**config.mk**
```make
export PLATFORM = sky130hd
export DESIGN_NAME = tcr_timer_ctl
export DESIGN_NICKNAME = d
export VERILOG_FILES = /design/src/shared/tcr_pkg.sv /design/src/shared/tcr_div_if.sv /design/src/core/tcr_pulse_div.sv /design/src/core/tcr_timer_ctl.sv
export SDC_FILE = /design/constraint.sdc
export NUM_CORES = 1
export LEC_CHECK = 0
export BUFFER_PORTS_ARGS = -buffer_cell sky130_fd_sc_hd__clkbuf_2
export CORE_MARGIN = 10
export CORE_UTILIZATION = 48
export CTS_BUF_LIST = sky130_fd_sc_hd__clkbuf_8 sky130_fd_sc_hd__clkbuf_16
export CTS_CLUSTER_SIZE = 10
export DETAILED_ROUTE_END_ITERATION = 12
export GPL_ROUTABILITY_DRIVEN = 1
export GPL_TIMING_DRIVEN = 0
export MAX_ROUTING_LAYER = met4
export PLACE_DENSITY = 0.87
export SETUP_SLACK_MARGIN = 0.05
export SLEW_MARGIN = 40
export SYNTH_ARGS = -nofsm -noshare
export SYNTH_HDL_FRONTEND = slang
export SYNTH_SLANG_ARGS = --single-unit
```
**constraint.sdc**
```tcl
create_clock -name pclk -period 1.7 [get_ports pclk]
set_input_delay 0.255 -clock pclk [delete_from_list [all_inputs] [get_ports pclk]]
set_output_delay 0.255 -clock pclk [all_outputs]
set_load 0.005 [all_outputs]
```
**src/shared/tcr_pkg.sv**
```systemverilog
// constants shared by the timer control block and its testbench
// assumes one 100 MHz pclk and an apb master with 32-bit data
// Notes on behaviour
// RULE_01: match applies two-bit pin action per channel
// RULE_02: channel five acts only when select clear
// RULE_03: flag and enable both set request interrupt
// RULE_04: shared enable follows the channel select
// RULE_05: first mask bits gate same-position flags
// RULE_06: flags clear only by writing one
// RULE_07: compare match sets its channel flag
// RULE_08: shared flag source follows channel select
// RULE_09: capture edge sets its channel flag
// RULE_10: counter rollover sets wrap flag
// RULE_11: wrap enable gates wrap interrupt request
// RULE_12: prescale written once within 64 cycles
// RULE_13: prescale codes divide by 1,4,8,16
// RULE_14: unimplemented mask and flag bits read zero
// RULE_15: second mask high bits gate flags
// RULE_16: periodic period is clock over 2^13..2^16
// RULE_17: periodic base divider ignores timer prescaler
// RULE_18: periodic clock free-running, stopped by reset
// RULE_19: timeout sets periodic flag, may request
// RULE_20: first periodic flag after full period
// RULE_21: software clears periodic flag via bit six
// RULE_22: periodic enable gates periodic interrupt
// RULE_23: pin action happens even with flag set
// RULE_24: event wrap and edge set bits five, four
// RULE_25: writing zero keeps flag; set beats clear
// RULE_26: requests stay while flag and enable set

package tcr_pkg;

	// ****************************************
	// register byte offsets
	// ****************************************
	localparam logic [7:0] OFF_ACTION = 8'h00;
	localparam logic [7:0] OFF_MASK1 = 8'h04;
	localparam logic [7:0] OFF_FLAG1 = 8'h08;
	localparam logic [7:0] OFF_MASK2 = 8'h0C;
	localparam logic [7:0] OFF_FLAG2 = 8'h10;
	localparam logic [7:0] OFF_ACCUMULATOR_PERIODIC_CONTROL = 8'h14;

	// ****************************************
	// field positions
	// ****************************************
	localparam int F1_SHARED = 3;
	localparam int F2_WRAP = 3;
	localparam int F2_RTI = 2;
	localparam int F2_EVW = 1;
	localparam int F2_EVE = 0;
	localparam int PA_EN = 6;
	localparam int PA_MOD = 5;
	localparam int PA_EDGE = 4;
	localparam int PA_SEL = 2;

	// ****************************************
	// codes and counts
	// ****************************************
	localparam logic [1:0] ACT_OFF = 2'h0;
	localparam logic [1:0] ACT_TOGGLE = 2'h1;
	localparam logic [1:0] ACT_LOW = 2'h2;
	localparam logic [1:0] ACT_HIGH = 2'h3;
	localparam logic [1:0] PR_DIV1 = 2'h0;
	localparam logic [1:0] PR_DIV4 = 2'h1;
	localparam logic [1:0] PR_DIV8 = 2'h2;
	localparam logic [3:0] PSC_LAST_1 = 4'h0;
	localparam logic [3:0] PSC_LAST_4 = 4'h3;
	localparam logic [3:0] PSC_LAST_8 = 4'h7;
	localparam logic [3:0] PSC_LAST_16 = 4'hF;
	localparam logic [2:0] RTI_LAST_13 = 3'h0;
	localparam logic [2:0] RTI_LAST_14 = 3'h1;
	localparam logic [2:0] RTI_LAST_15 = 3'h3;
	localparam logic [2:0] RTI_LAST_16 = 3'h7;
	localparam logic [6:0] BOOT_WINDOW = 7'h40;
	localparam int RTI_BASE_EXP = 13;
	localparam logic [7:0] RST_BYTE = 8'h00;

endpackage: tcr_pkg

```
**src/shared/tcr_div_if.sv**
```systemverilog
// run, terminal count and pulse between the control block and its divider
// assumes both ends sit on the same pclk

interface tcr_div_if;
	logic run;
	logic [15:0] last;
	logic pulse;
	modport ctl(output run, output last, input pulse);
	modport div(input run, input last, output pulse);
endinterface: tcr_div_if

```
**src/core/tcr_pulse_div.sv**
```systemverilog
// free-running pulse divider: one pulse every last+1 cycles
// assumes run stays high outside reset for a steady period

module tcr_pulse_div (
	// clock and reset
	input wire logic pclk,
	input wire logic presetn,
	// control side
	tcr_div_if.div dv
);

	typedef struct packed {
		logic [15:0] cnt;
		logic pulse;
	} tcr_div_state_t;

	tcr_div_state_t s;
	tcr_div_state_t n;

	// count up, wrap and pulse at the terminal value
	always_comb begin
		n = s;
		n.pulse = 1'b0;
		if (dv.run) begin
			if (s.cnt >= dv.last) begin
				n.cnt = 16'h0000;
				n.pulse = 1'b1;
			end else begin
				n.cnt = s.cnt + 16'h0001;
			end
		end
	end

	// only reset stops the chain
	always_ff @(posedge pclk or negedge presetn) begin
		if (!presetn) begin
			s <= '0;
		end else begin
			s <= n;
		end
	end

	assign dv.pulse = s.pulse;

endmodule: tcr_pulse_div

```
**src/core/tcr_timer_ctl.sv**
```systemverilog
// timer control: pin actions, flags, masks, prescaler, periodic timer
// assumes match, edge and wrap strobes are one-cycle pulses on pclk
//
// Added by the designer: the APB register port and the register addresses.

module tcr_timer_ctl #(
	parameter int unsigned RTI_BASE_DIV = 1 << tcr_pkg::RTI_BASE_EXP
) (
	// clock and reset
	input wire logic pclk,
	input wire logic presetn,
	// apb slave
	input wire logic psel,
	input wire logic penable,
	input wire logic pwrite,
	input wire logic [7:0] paddr,
	input wire logic [31:0] pwdata,
	output logic [31:0] prdata,
	output logic pready,
	output logic pslverr,
	// operating mode
	input wire logic special_mode,
	// event strobes from the datapaths
	input wire logic [4:0] cmp_match,
	input wire logic [3:0] cap_edge,
	input wire logic ctr_wrap,
	input wire logic evt_wrap,
	input wire logic evt_edge,
	// counter clock enable
	output logic timer_tick,
	// compare pins, channels two to five
	output logic [3:0] cmp_pin_out,
	output logic [3:0] cmp_pin_oe,
	// interrupt requests
	output logic [7:0] irq_cc,
	output logic [3:0] irq_ovf_rti,
	// configuration views for neighbours
	output logic shared_channel_select,
	output logic event_counter_enable,
	output logic event_counter_mode,
	output logic event_edge_select
);

	// ****************************************
	// state
	// ****************************************

	typedef struct packed {
		logic [7:0] tctl;
		logic [7:0] msk1;
		logic [7:0] flg1;
		logic [3:0] msk2_hi;
		logic [1:0] pr;
		logic [3:0] flg2;
		logic [7:0] accumulator_periodic_control;
		logic pr_locked;
		logic [6:0] boot_cnt;
		logic [3:0] psc_cnt;
		logic [2:0] rti_cnt;
		logic [3:0] pin_lvl;
		logic [31:0] rdata;
		logic tick;
	} tcr_ctl_state_t;

	tcr_ctl_state_t s;
	tcr_ctl_state_t n;

	// ****************************************
	// helpers
	// ****************************************

	// word decode, used by write, read and error paths
	function automatic logic hit(input logic [7:0] a,
		input logic [7:0] off);
		hit = (a[7:2] == off[7:2]);
	endfunction: hit

	// prescaler terminal count per code
	function automatic logic [3:0] psc_last(input logic [1:0] pr);
		case (pr)
			tcr_pkg::PR_DIV1: psc_last = tcr_pkg::PSC_LAST_1;
			tcr_pkg::PR_DIV4: psc_last = tcr_pkg::PSC_LAST_4;
			tcr_pkg::PR_DIV8: psc_last = tcr_pkg::PSC_LAST_8;
			default: psc_last = tcr_pkg::PSC_LAST_16;
		endcase
	endfunction: psc_last

	// extra periodic division on top of the base rate
	function automatic logic [2:0] rti_last(input logic [1:0] r);
		case (r)
			2'h0: rti_last = tcr_pkg::RTI_LAST_13;
			2'h1: rti_last = tcr_pkg::RTI_LAST_14;
			2'h2: rti_last = tcr_pkg::RTI_LAST_15;
			default: rti_last = tcr_pkg::RTI_LAST_16;
		endcase
	endfunction: rti_last

	logic wr_en;
	logic rd_setup;
	logic addr_ok;
	logic sel;
	logic pr_open;
	logic base_pulse;
	logic rti_to;
	logic [7:0] set1;
	logic [7:0] clr1;
	logic [3:0] set2;
	logic [3:0] clr2;
	logic [3:0] pin_hit;
	logic [1:0] act_code [4];

	// ****************************************
	// periodic base divider
	// ****************************************

	tcr_div_if dv();

	// base clock runs apart from the timer prescaler
	assign dv.run = 1'b1; // RULE_17 RULE_18
	assign dv.last = 16'(RTI_BASE_DIV - 1); // RULE_16
	assign base_pulse = dv.pulse;

	tcr_pulse_div u_base (
		.pclk(pclk),
		.presetn(presetn),
		.dv(dv)
	);

	// ****************************************
	// decode and event vectors
	// ****************************************

	// bus phases; writes land at the access edge
	assign wr_en = psel & penable & pwrite;
	assign rd_setup = psel & ~penable & ~pwrite;
	assign addr_ok = hit(paddr, tcr_pkg::OFF_ACTION) |
		hit(paddr, tcr_pkg::OFF_MASK1) |
		hit(paddr, tcr_pkg::OFF_FLAG1) |
		hit(paddr, tcr_pkg::OFF_MASK2) |
		hit(paddr, tcr_pkg::OFF_FLAG2) |
		hit(paddr, tcr_pkg::OFF_ACCUMULATOR_PERIODIC_CONTROL);

	assign sel = s.accumulator_periodic_control[tcr_pkg::PA_SEL];

	// prescale stays open for the boot window only in normal mode
	assign pr_open = special_mode |
		(~s.pr_locked & (s.boot_cnt < tcr_pkg::BOOT_WINDOW)); // RULE_12

	// timeout at the end of the selected multiple of base pulses
	assign rti_to = base_pulse &
		(s.rti_cnt >= rti_last(s.accumulator_periodic_control[1:0])); // RULE_16 RULE_20

	// compare, shared and capture sources in flag order
	assign set1 = {cmp_match[0], cmp_match[1], cmp_match[2],
		cmp_match[3], // RULE_07
		sel ? cap_edge[3] : cmp_match[4], // RULE_08
		cap_edge[0], cap_edge[1], cap_edge[2]}; // RULE_09

	// wrap, timeout, event wrap, event edge
	assign set2 = {ctr_wrap, rti_to, evt_wrap, evt_edge}; // RULE_10 RULE_19 RULE_24

	// write-one-to-clear masks; zeros leave flags alone
	assign clr1 = (wr_en && hit(paddr, tcr_pkg::OFF_FLAG1)) ?
		pwdata[7:0] : 8'h00; // RULE_06
	assign clr2 = (wr_en && hit(paddr, tcr_pkg::OFF_FLAG2)) ?
		pwdata[7:4] : 4'h0; // RULE_06 RULE_21

	// ****************************************
	// compare pin decode
	// ****************************************

	// match g+1 drives pin g for compare channels two to five
	genvar g;
	for (g = 0; g < 4; g++) begin: g_pin
		assign act_code[g] = s.tctl[(7 - 2 * g) -: 2];
		// channel five is muted while the pin captures
		if (g == 3) begin: g_shared
			assign pin_hit[g] = cmp_match[g + 1] & ~sel; // RULE_02
			assign cmp_pin_oe[g] =
				(act_code[g] != tcr_pkg::ACT_OFF) & ~sel;
		end else begin: g_plain
			assign pin_hit[g] = cmp_match[g + 1];
			assign cmp_pin_oe[g] = (act_code[g] != tcr_pkg::ACT_OFF); // RULE_01
		end
	end

	// ****************************************
	// next state
	// ****************************************

	always_comb begin
		n = s;
		n.tick = 1'b0;

		// count bus cycles since reset, saturating
		if (s.boot_cnt < tcr_pkg::BOOT_WINDOW) begin
			n.boot_cnt = s.boot_cnt + 7'h01;
		end

		// register writes
		if (wr_en) begin
			if (hit(paddr, tcr_pkg::OFF_ACTION)) begin
				n.tctl = pwdata[7:0];
			end else if (hit(paddr, tcr_pkg::OFF_MASK1)) begin
				n.msk1 = pwdata[7:0];
			end else if (hit(paddr, tcr_pkg::OFF_MASK2)) begin
				n.msk2_hi = pwdata[7:4];
				// outside special mode, later writes only move the enables
				if (pr_open) begin
					n.pr = pwdata[1:0]; // RULE_12
					n.pr_locked = 1'b1;
				end
			end else if (hit(paddr, tcr_pkg::OFF_ACCUMULATOR_PERIODIC_CONTROL)) begin
				n.accumulator_periodic_control = pwdata[7:0];
			end
		end

		// set wins over a clear in the same cycle
		n.flg1 = (s.flg1 & ~clr1) | set1; // RULE_25
		n.flg2 = (s.flg2 & ~clr2) | set2; // RULE_25

		// prescaler: one counter tick every 1, 4, 8 or 16 cycles
		if (s.psc_cnt >= psc_last(s.pr)) begin
			n.psc_cnt = 4'h0; // RULE_13
			n.tick = 1'b1;
		end else begin
			n.psc_cnt = s.psc_cnt + 4'h1;
		end

		// period counts from the last timeout, never from a clear
		if (base_pulse) begin
			if (rti_to) begin
				n.rti_cnt = 3'h0; // RULE_18
			end else begin
				n.rti_cnt = s.rti_cnt + 3'h1;
			end
		end

		// pin actions on every unmuted match, flag state does not matter
		for (int i = 0; i < 4; i++) begin
			if (pin_hit[i]) begin
				case (act_code[i])
					tcr_pkg::ACT_TOGGLE: n.pin_lvl[i] = ~s.pin_lvl[i]; // RULE_01 RULE_23
					tcr_pkg::ACT_LOW: n.pin_lvl[i] = 1'b0;
					tcr_pkg::ACT_HIGH: n.pin_lvl[i] = 1'b1;
					default: n.pin_lvl[i] = s.pin_lvl[i];
				endcase
			end
		end

		// read data captured in setup, valid through access
		if (rd_setup) begin
			if (hit(paddr, tcr_pkg::OFF_ACTION)) begin
				n.rdata = {24'h000000, s.tctl};
			end else if (hit(paddr, tcr_pkg::OFF_MASK1)) begin
				n.rdata = {24'h000000, s.msk1};
			end else if (hit(paddr, tcr_pkg::OFF_FLAG1)) begin
				n.rdata = {24'h000000, s.flg1};
			end else if (hit(paddr, tcr_pkg::OFF_MASK2)) begin
				n.rdata = {24'h000000, s.msk2_hi, 2'h0, s.pr}; // RULE_14
			end else if (hit(paddr, tcr_pkg::OFF_FLAG2)) begin
				n.rdata = {24'h000000, s.flg2, 4'h0}; // RULE_14
			end else if (hit(paddr, tcr_pkg::OFF_ACCUMULATOR_PERIODIC_CONTROL)) begin
				n.rdata = {24'h000000, s.accumulator_periodic_control};
			end else begin
				n.rdata = 32'h00000000;
			end
		end
	end

	// ****************************************
	// state register
	// ****************************************

	// everything clears to zero; pins start low and released
	always_ff @(posedge pclk or negedge presetn) begin
		if (!presetn) begin
			s <= '0;
		end else begin
			s <= n;
		end
	end

	// ****************************************
	// outputs
	// ****************************************

	// zero wait states; unmapped words answer with an error
	assign pready = psel & penable;
	assign pslverr = psel & penable & ~addr_ok;
	assign prdata = s.rdata;

	assign timer_tick = s.tick;
	assign cmp_pin_out = s.pin_lvl;

	// level requests, dropping with flag or enable
	assign irq_cc = s.flg1 & s.msk1; // RULE_03 RULE_04 RULE_05 RULE_26
	assign irq_ovf_rti = s.flg2 & s.msk2_hi; // RULE_11 RULE_15 RULE_22 RULE_26

	assign shared_channel_select = sel;
	assign event_counter_enable = s.accumulator_periodic_control[tcr_pkg::PA_EN];
	assign event_counter_mode = s.accumulator_periodic_control[tcr_pkg::PA_MOD];
	assign event_edge_select = s.accumulator_periodic_control[tcr_pkg::PA_EDGE];

	// ****************************************
	// checks
	// ****************************************

	match_flag_a: assert property ( // RULE_07
		@(posedge pclk) disable iff (!presetn)
		cmp_match[0] |=> s.flg1[7])
		else $error("compare match did not set its flag");

	wrap_flag_a: assert property ( // RULE_10
		@(posedge pclk) disable iff (!presetn)
		ctr_wrap |=> s.flg2[tcr_pkg::F2_WRAP] ##1
			s.flg2[tcr_pkg::F2_WRAP] || $past(clr2[tcr_pkg::F2_WRAP]))
		else $error("rollover did not set wrap flag");

	flag_clear_a: assert property ( // RULE_06
		@(posedge pclk) disable iff (!presetn)
		wr_en && hit(paddr, tcr_pkg::OFF_FLAG1) && pwdata[0] &&
		!cap_edge[2] |=> !s.flg1[0])
		else $error("write one did not clear flag");

	set_wins_a: assert property ( // RULE_25
		@(posedge pclk) disable iff (!presetn)
		clr1[7] && cmp_match[0] |=> s.flg1[7] && irq_cc[7] == s.msk1[7])
		else $error("set lost against clear");

	irq_level_a: assert property ( // RULE_26
		@(posedge pclk) disable iff (!presetn)
		s.flg2[tcr_pkg::F2_RTI] && s.msk2_hi[tcr_pkg::F2_RTI] |->
			irq_ovf_rti[tcr_pkg::F2_RTI])
		else $error("periodic request missing");

	prescale_lock_a: assert property ( // RULE_12
		@(posedge pclk) disable iff (!presetn)
		s.pr_locked && !special_mode |=> $stable(s.pr))
		else $error("prescale changed after lock");

	tick_rate_a: assert property ( // RULE_13
		@(posedge pclk) disable iff (!presetn)
		s.tick && s.pr == 2'h3 && s.pr_locked && !special_mode |=>
			!s.tick [*8])
		else $error("divide by sixteen ticked early");

	shared_mute_a: assert property ( // RULE_02
		@(posedge pclk) disable iff (!presetn)
		sel && cmp_match[4] |=> $stable(s.pin_lvl[3]) && !cmp_pin_oe[3])
		else $error("channel five acted while capturing");

	toggle_act_a: assert property ( // RULE_01
		@(posedge pclk) disable iff (!presetn)
		cmp_match[1] && s.tctl[7:6] == tcr_pkg::ACT_TOGGLE |=>
			s.pin_lvl[0] != $past(s.pin_lvl[0]))
		else $error("toggle action not applied");

	rti_flag_a: assert property ( // RULE_19
		@(posedge pclk) disable iff (!presetn)
		rti_to |=> s.flg2[tcr_pkg::F2_RTI] && s.rti_cnt == 3'h0)
		else $error("timeout did not set periodic flag");

endmodule: tcr_timer_ctl

```
==> results.txt <==
number of global-route vias before repair = 3445
Async S/R FF share, synth = 100%
n_diodes = 0
Fin. Hold Viols = 0
Routed WL = 10800 microns
Final Util = 60.0%
starting density of the core = 48.8%
CP arrival = 1.82 ns
Yosys top cell area share = 48.7%
H-tree depth = 3
DP HPWL = 7720 microns
dominant cell type by area after synthesis = dfrtp_1
Fillers = 744
pre-CTS WS = -0.397 ns
Final period util = 92.6%
clk buf depth = 2
GPL Wtd Cong = 0.850
final number of max-transition violations = 0
synthesized area per cell = 10.9 sq um
CP max FO = 5
Post-synth EDFFs = 0
Yosys cell types = 47
combinational share of power = 15.6%
RSZ-0062 raised after global routing = false
Psw = 0.00115 W
commonest cells in the netlist = 87 x dfrtp_1, 37 x mux2_2, 36 x buf_4
Yosys Warn Count = 0
CTS Buf Count = 9
Tightest Pin Transition = 0.568 ns
area grow syn2layout = 22.8%
width of the die = 117 microns
Core Region = 9150 sq um
Post-Syn Instances = 411
P per Cell Area = 842 nW/um^2
TritonRoute pass-1 iters = 5
FP Rows = 35
Top Ports = 117
multi-input logic area = 2110 sq um
average vias per placed instance = 5.28
total number of vias = 3389
fraction of layout cells with a size suffix above 1 = 37.1%
synth top area cells = dfrtp_1 49%, mux2_2 9.3%, buf_4 6.0%, ha_1 3.1%, nand2_1 2.9%
worst IR drop on VDD = 0.546 mV
count of final setup violators = 0
Initial DRC Count = 170
Worst setup EP type = flop
ANT nets after route = 0
PnR worst setup slack = 0.126 ns
Max Freq = 0.635 GHz
CTS tree = yes
count leader, synth = dfrtp_1
min-delay worst type = in -> reg
clock share of power = 35.5%
Pint = 0.00347 W
Leak = 2.67 nW
global-route wire length before repair = 17400 microns
Post-Syn Area = 4470 sq um
status = finished, final reports clean
Worst Skew = 0.00623 ns
drt wl/cell = 16.8 microns
initial antenna violation count = 0
Clk pin slew, worst setup/hold paths = 0.09 ns
Total GRT Usage = 16.6%
# DRC = 0
Die Y = 117 microns
post-layout minimum cycle time = 1.57 ns
ys flop type = dfrtp_1
share of power burned in registers = 48.9%
critical path class = reg -> reg
Die Area = 13600 sq um
Yosys reg bits = 87
sequential area share after synthesis = 48.7%
max_slew headroom = 61.8%
largest net degree at the start of global routing = 50
switching part of the total = 24.8%
nets = 595
Sink Count = 87
maxcap violations = 0
Worst-Skew Late Latency = 0.36 ns
register area = 2180 sq um
Worst Path Required = 1.95 ns
CTS Root Cell = clkbuf_8
Overflow after GRT = 0
CP startpoint kind = flop
port bufs = 66
==> through the flow <==
step,instance area (sq um),power [W],hold WS [ns],instances,TNS [ns]
global placement,5030,0.00291,0.437,613,-55.79
floorplan,4560,0.00268,-0.0406,436,-0.187
finish,5490,0.00462,0.0753,642,0
CTS,5400,0.00460,0.0641,637,0
global route,5490,0.00485,0.0669,642,0
detailed placement,5080,0.00295,0.193,614,-11.70
==> worst max-delay path, cell delays in order (launching register included) <==
cell and delay [ns]:
dfrtp_1 0.41, inv_2 0.08, nand2_2 0.07, ha_4 0.21, nand2b_4 0.13, a21o_1 0.16
a21o_4 0.24, a21o_1 0.18
==> state kept, by name, indices dropped and copies added (netlist names) <==
name                   cells
s                         45
u_base.s                  16
act_code                   8
prdata                     8
cmp_pin_out                4
event_counter_enable       1
event_counter_mode         1
event_edge_select          1
shared_channel_select      1
timer_tick                 1
u_base.dv.pulse            1
==> cell type report <==
| class | count | area share [%] |
|---|---|---|
| multi-input cells | 290 | 38.4 |
| well taps | 111 | 2.53 |
| inverters | 13 | 0.889 |
| flip-flops and latches | 87 | 39.6 |
| clock buffers | 11 | 2.76 |
| plain buffers | 46 | 5.97 |
| clock inverters | 5 | 1.48 |
| repair buffers | 79 | 8.36 |
==> final timing paths <==
kind / cells after the start / slack [ns] / start / end
min in group asynchronous: 2 / 0.36 / presetn / s[47]
max reg2reg: 7 / 0.13 / s[64] / timer_tick
max: 7 / 0.13 / s[64] / timer_tick
min reg2reg: 1 / 0.48 / s[49] / s[49]
min: 2 / 0.08 / ctr_wrap / s[63]
max in group asynchronous: 3 / 0.79 / presetn / s[55]
==> kinds of logic after synthesis <==
family                   share of synthesized area, %
flip-flops                                       48.7
AND/OR/NAND/NOR                                  14.9
other                                          0.0839
multiplexers                                     12.0
XOR/XNOR                                         3.33
buffers and inverters                            8.23
AO/OA/AOI/OAI                                    9.63
adder cells (fa/ha/maj)                          3.08
==> layer usage <==
| layer | up-vias | routed length [microns] | GRT usage [%] |
|---|---|---|---|
| met5 | - | 0 | - |
| met4 | 0 | 133 | 3.84 |
| met3 | 16 | 678 | 4.88 |
| met2 | 102 | 5540 | 27.0 |
| met1 | 1671 | 4450 | 19.8 |
| li1 | 1600 | - | - |
==> power by group through the flow <==
stage	clock network [W]	logic [W]	registers (W)
after global placement	0	0.000624	0.00229
after CTS	0.00167	0.000672	0.00226
after floorplan	0	0.000408	0.00228
after global routing	0.00178	0.000800	0.00228
final	0.00164	0.000721	0.00226
after detailed placement	0	0.000653	0.00230
==> repair_timing <==
item                                    in CTS  in global routing
hold endpoints to repair                    38                  0
hold buffers                                 1                  0
setup buffers                                6                  5
endpoints found under the setup margin      25                 24
cloned                                       0                  0
pin swaps                                    3                  9
resized for setup                            8                 13
==> placed cells by master (no fill, tap or decap), drive strengths merged, types with 7 or more instances in the layout <==
master / count
xnor2: 9
mux2i: 12
nand2: 34
dfrtp: 87
clkbuf: 81
xor2: 8
mux2: 37
buf: 54
a21oi: 7
conb: 26
nand2b: 7
nand3: 10
and2: 15
o21ai: 14
inv: 14
ha: 11
nor2: 25
a21o: 14
No activity file was read; power rests on OpenSTA's default activity.
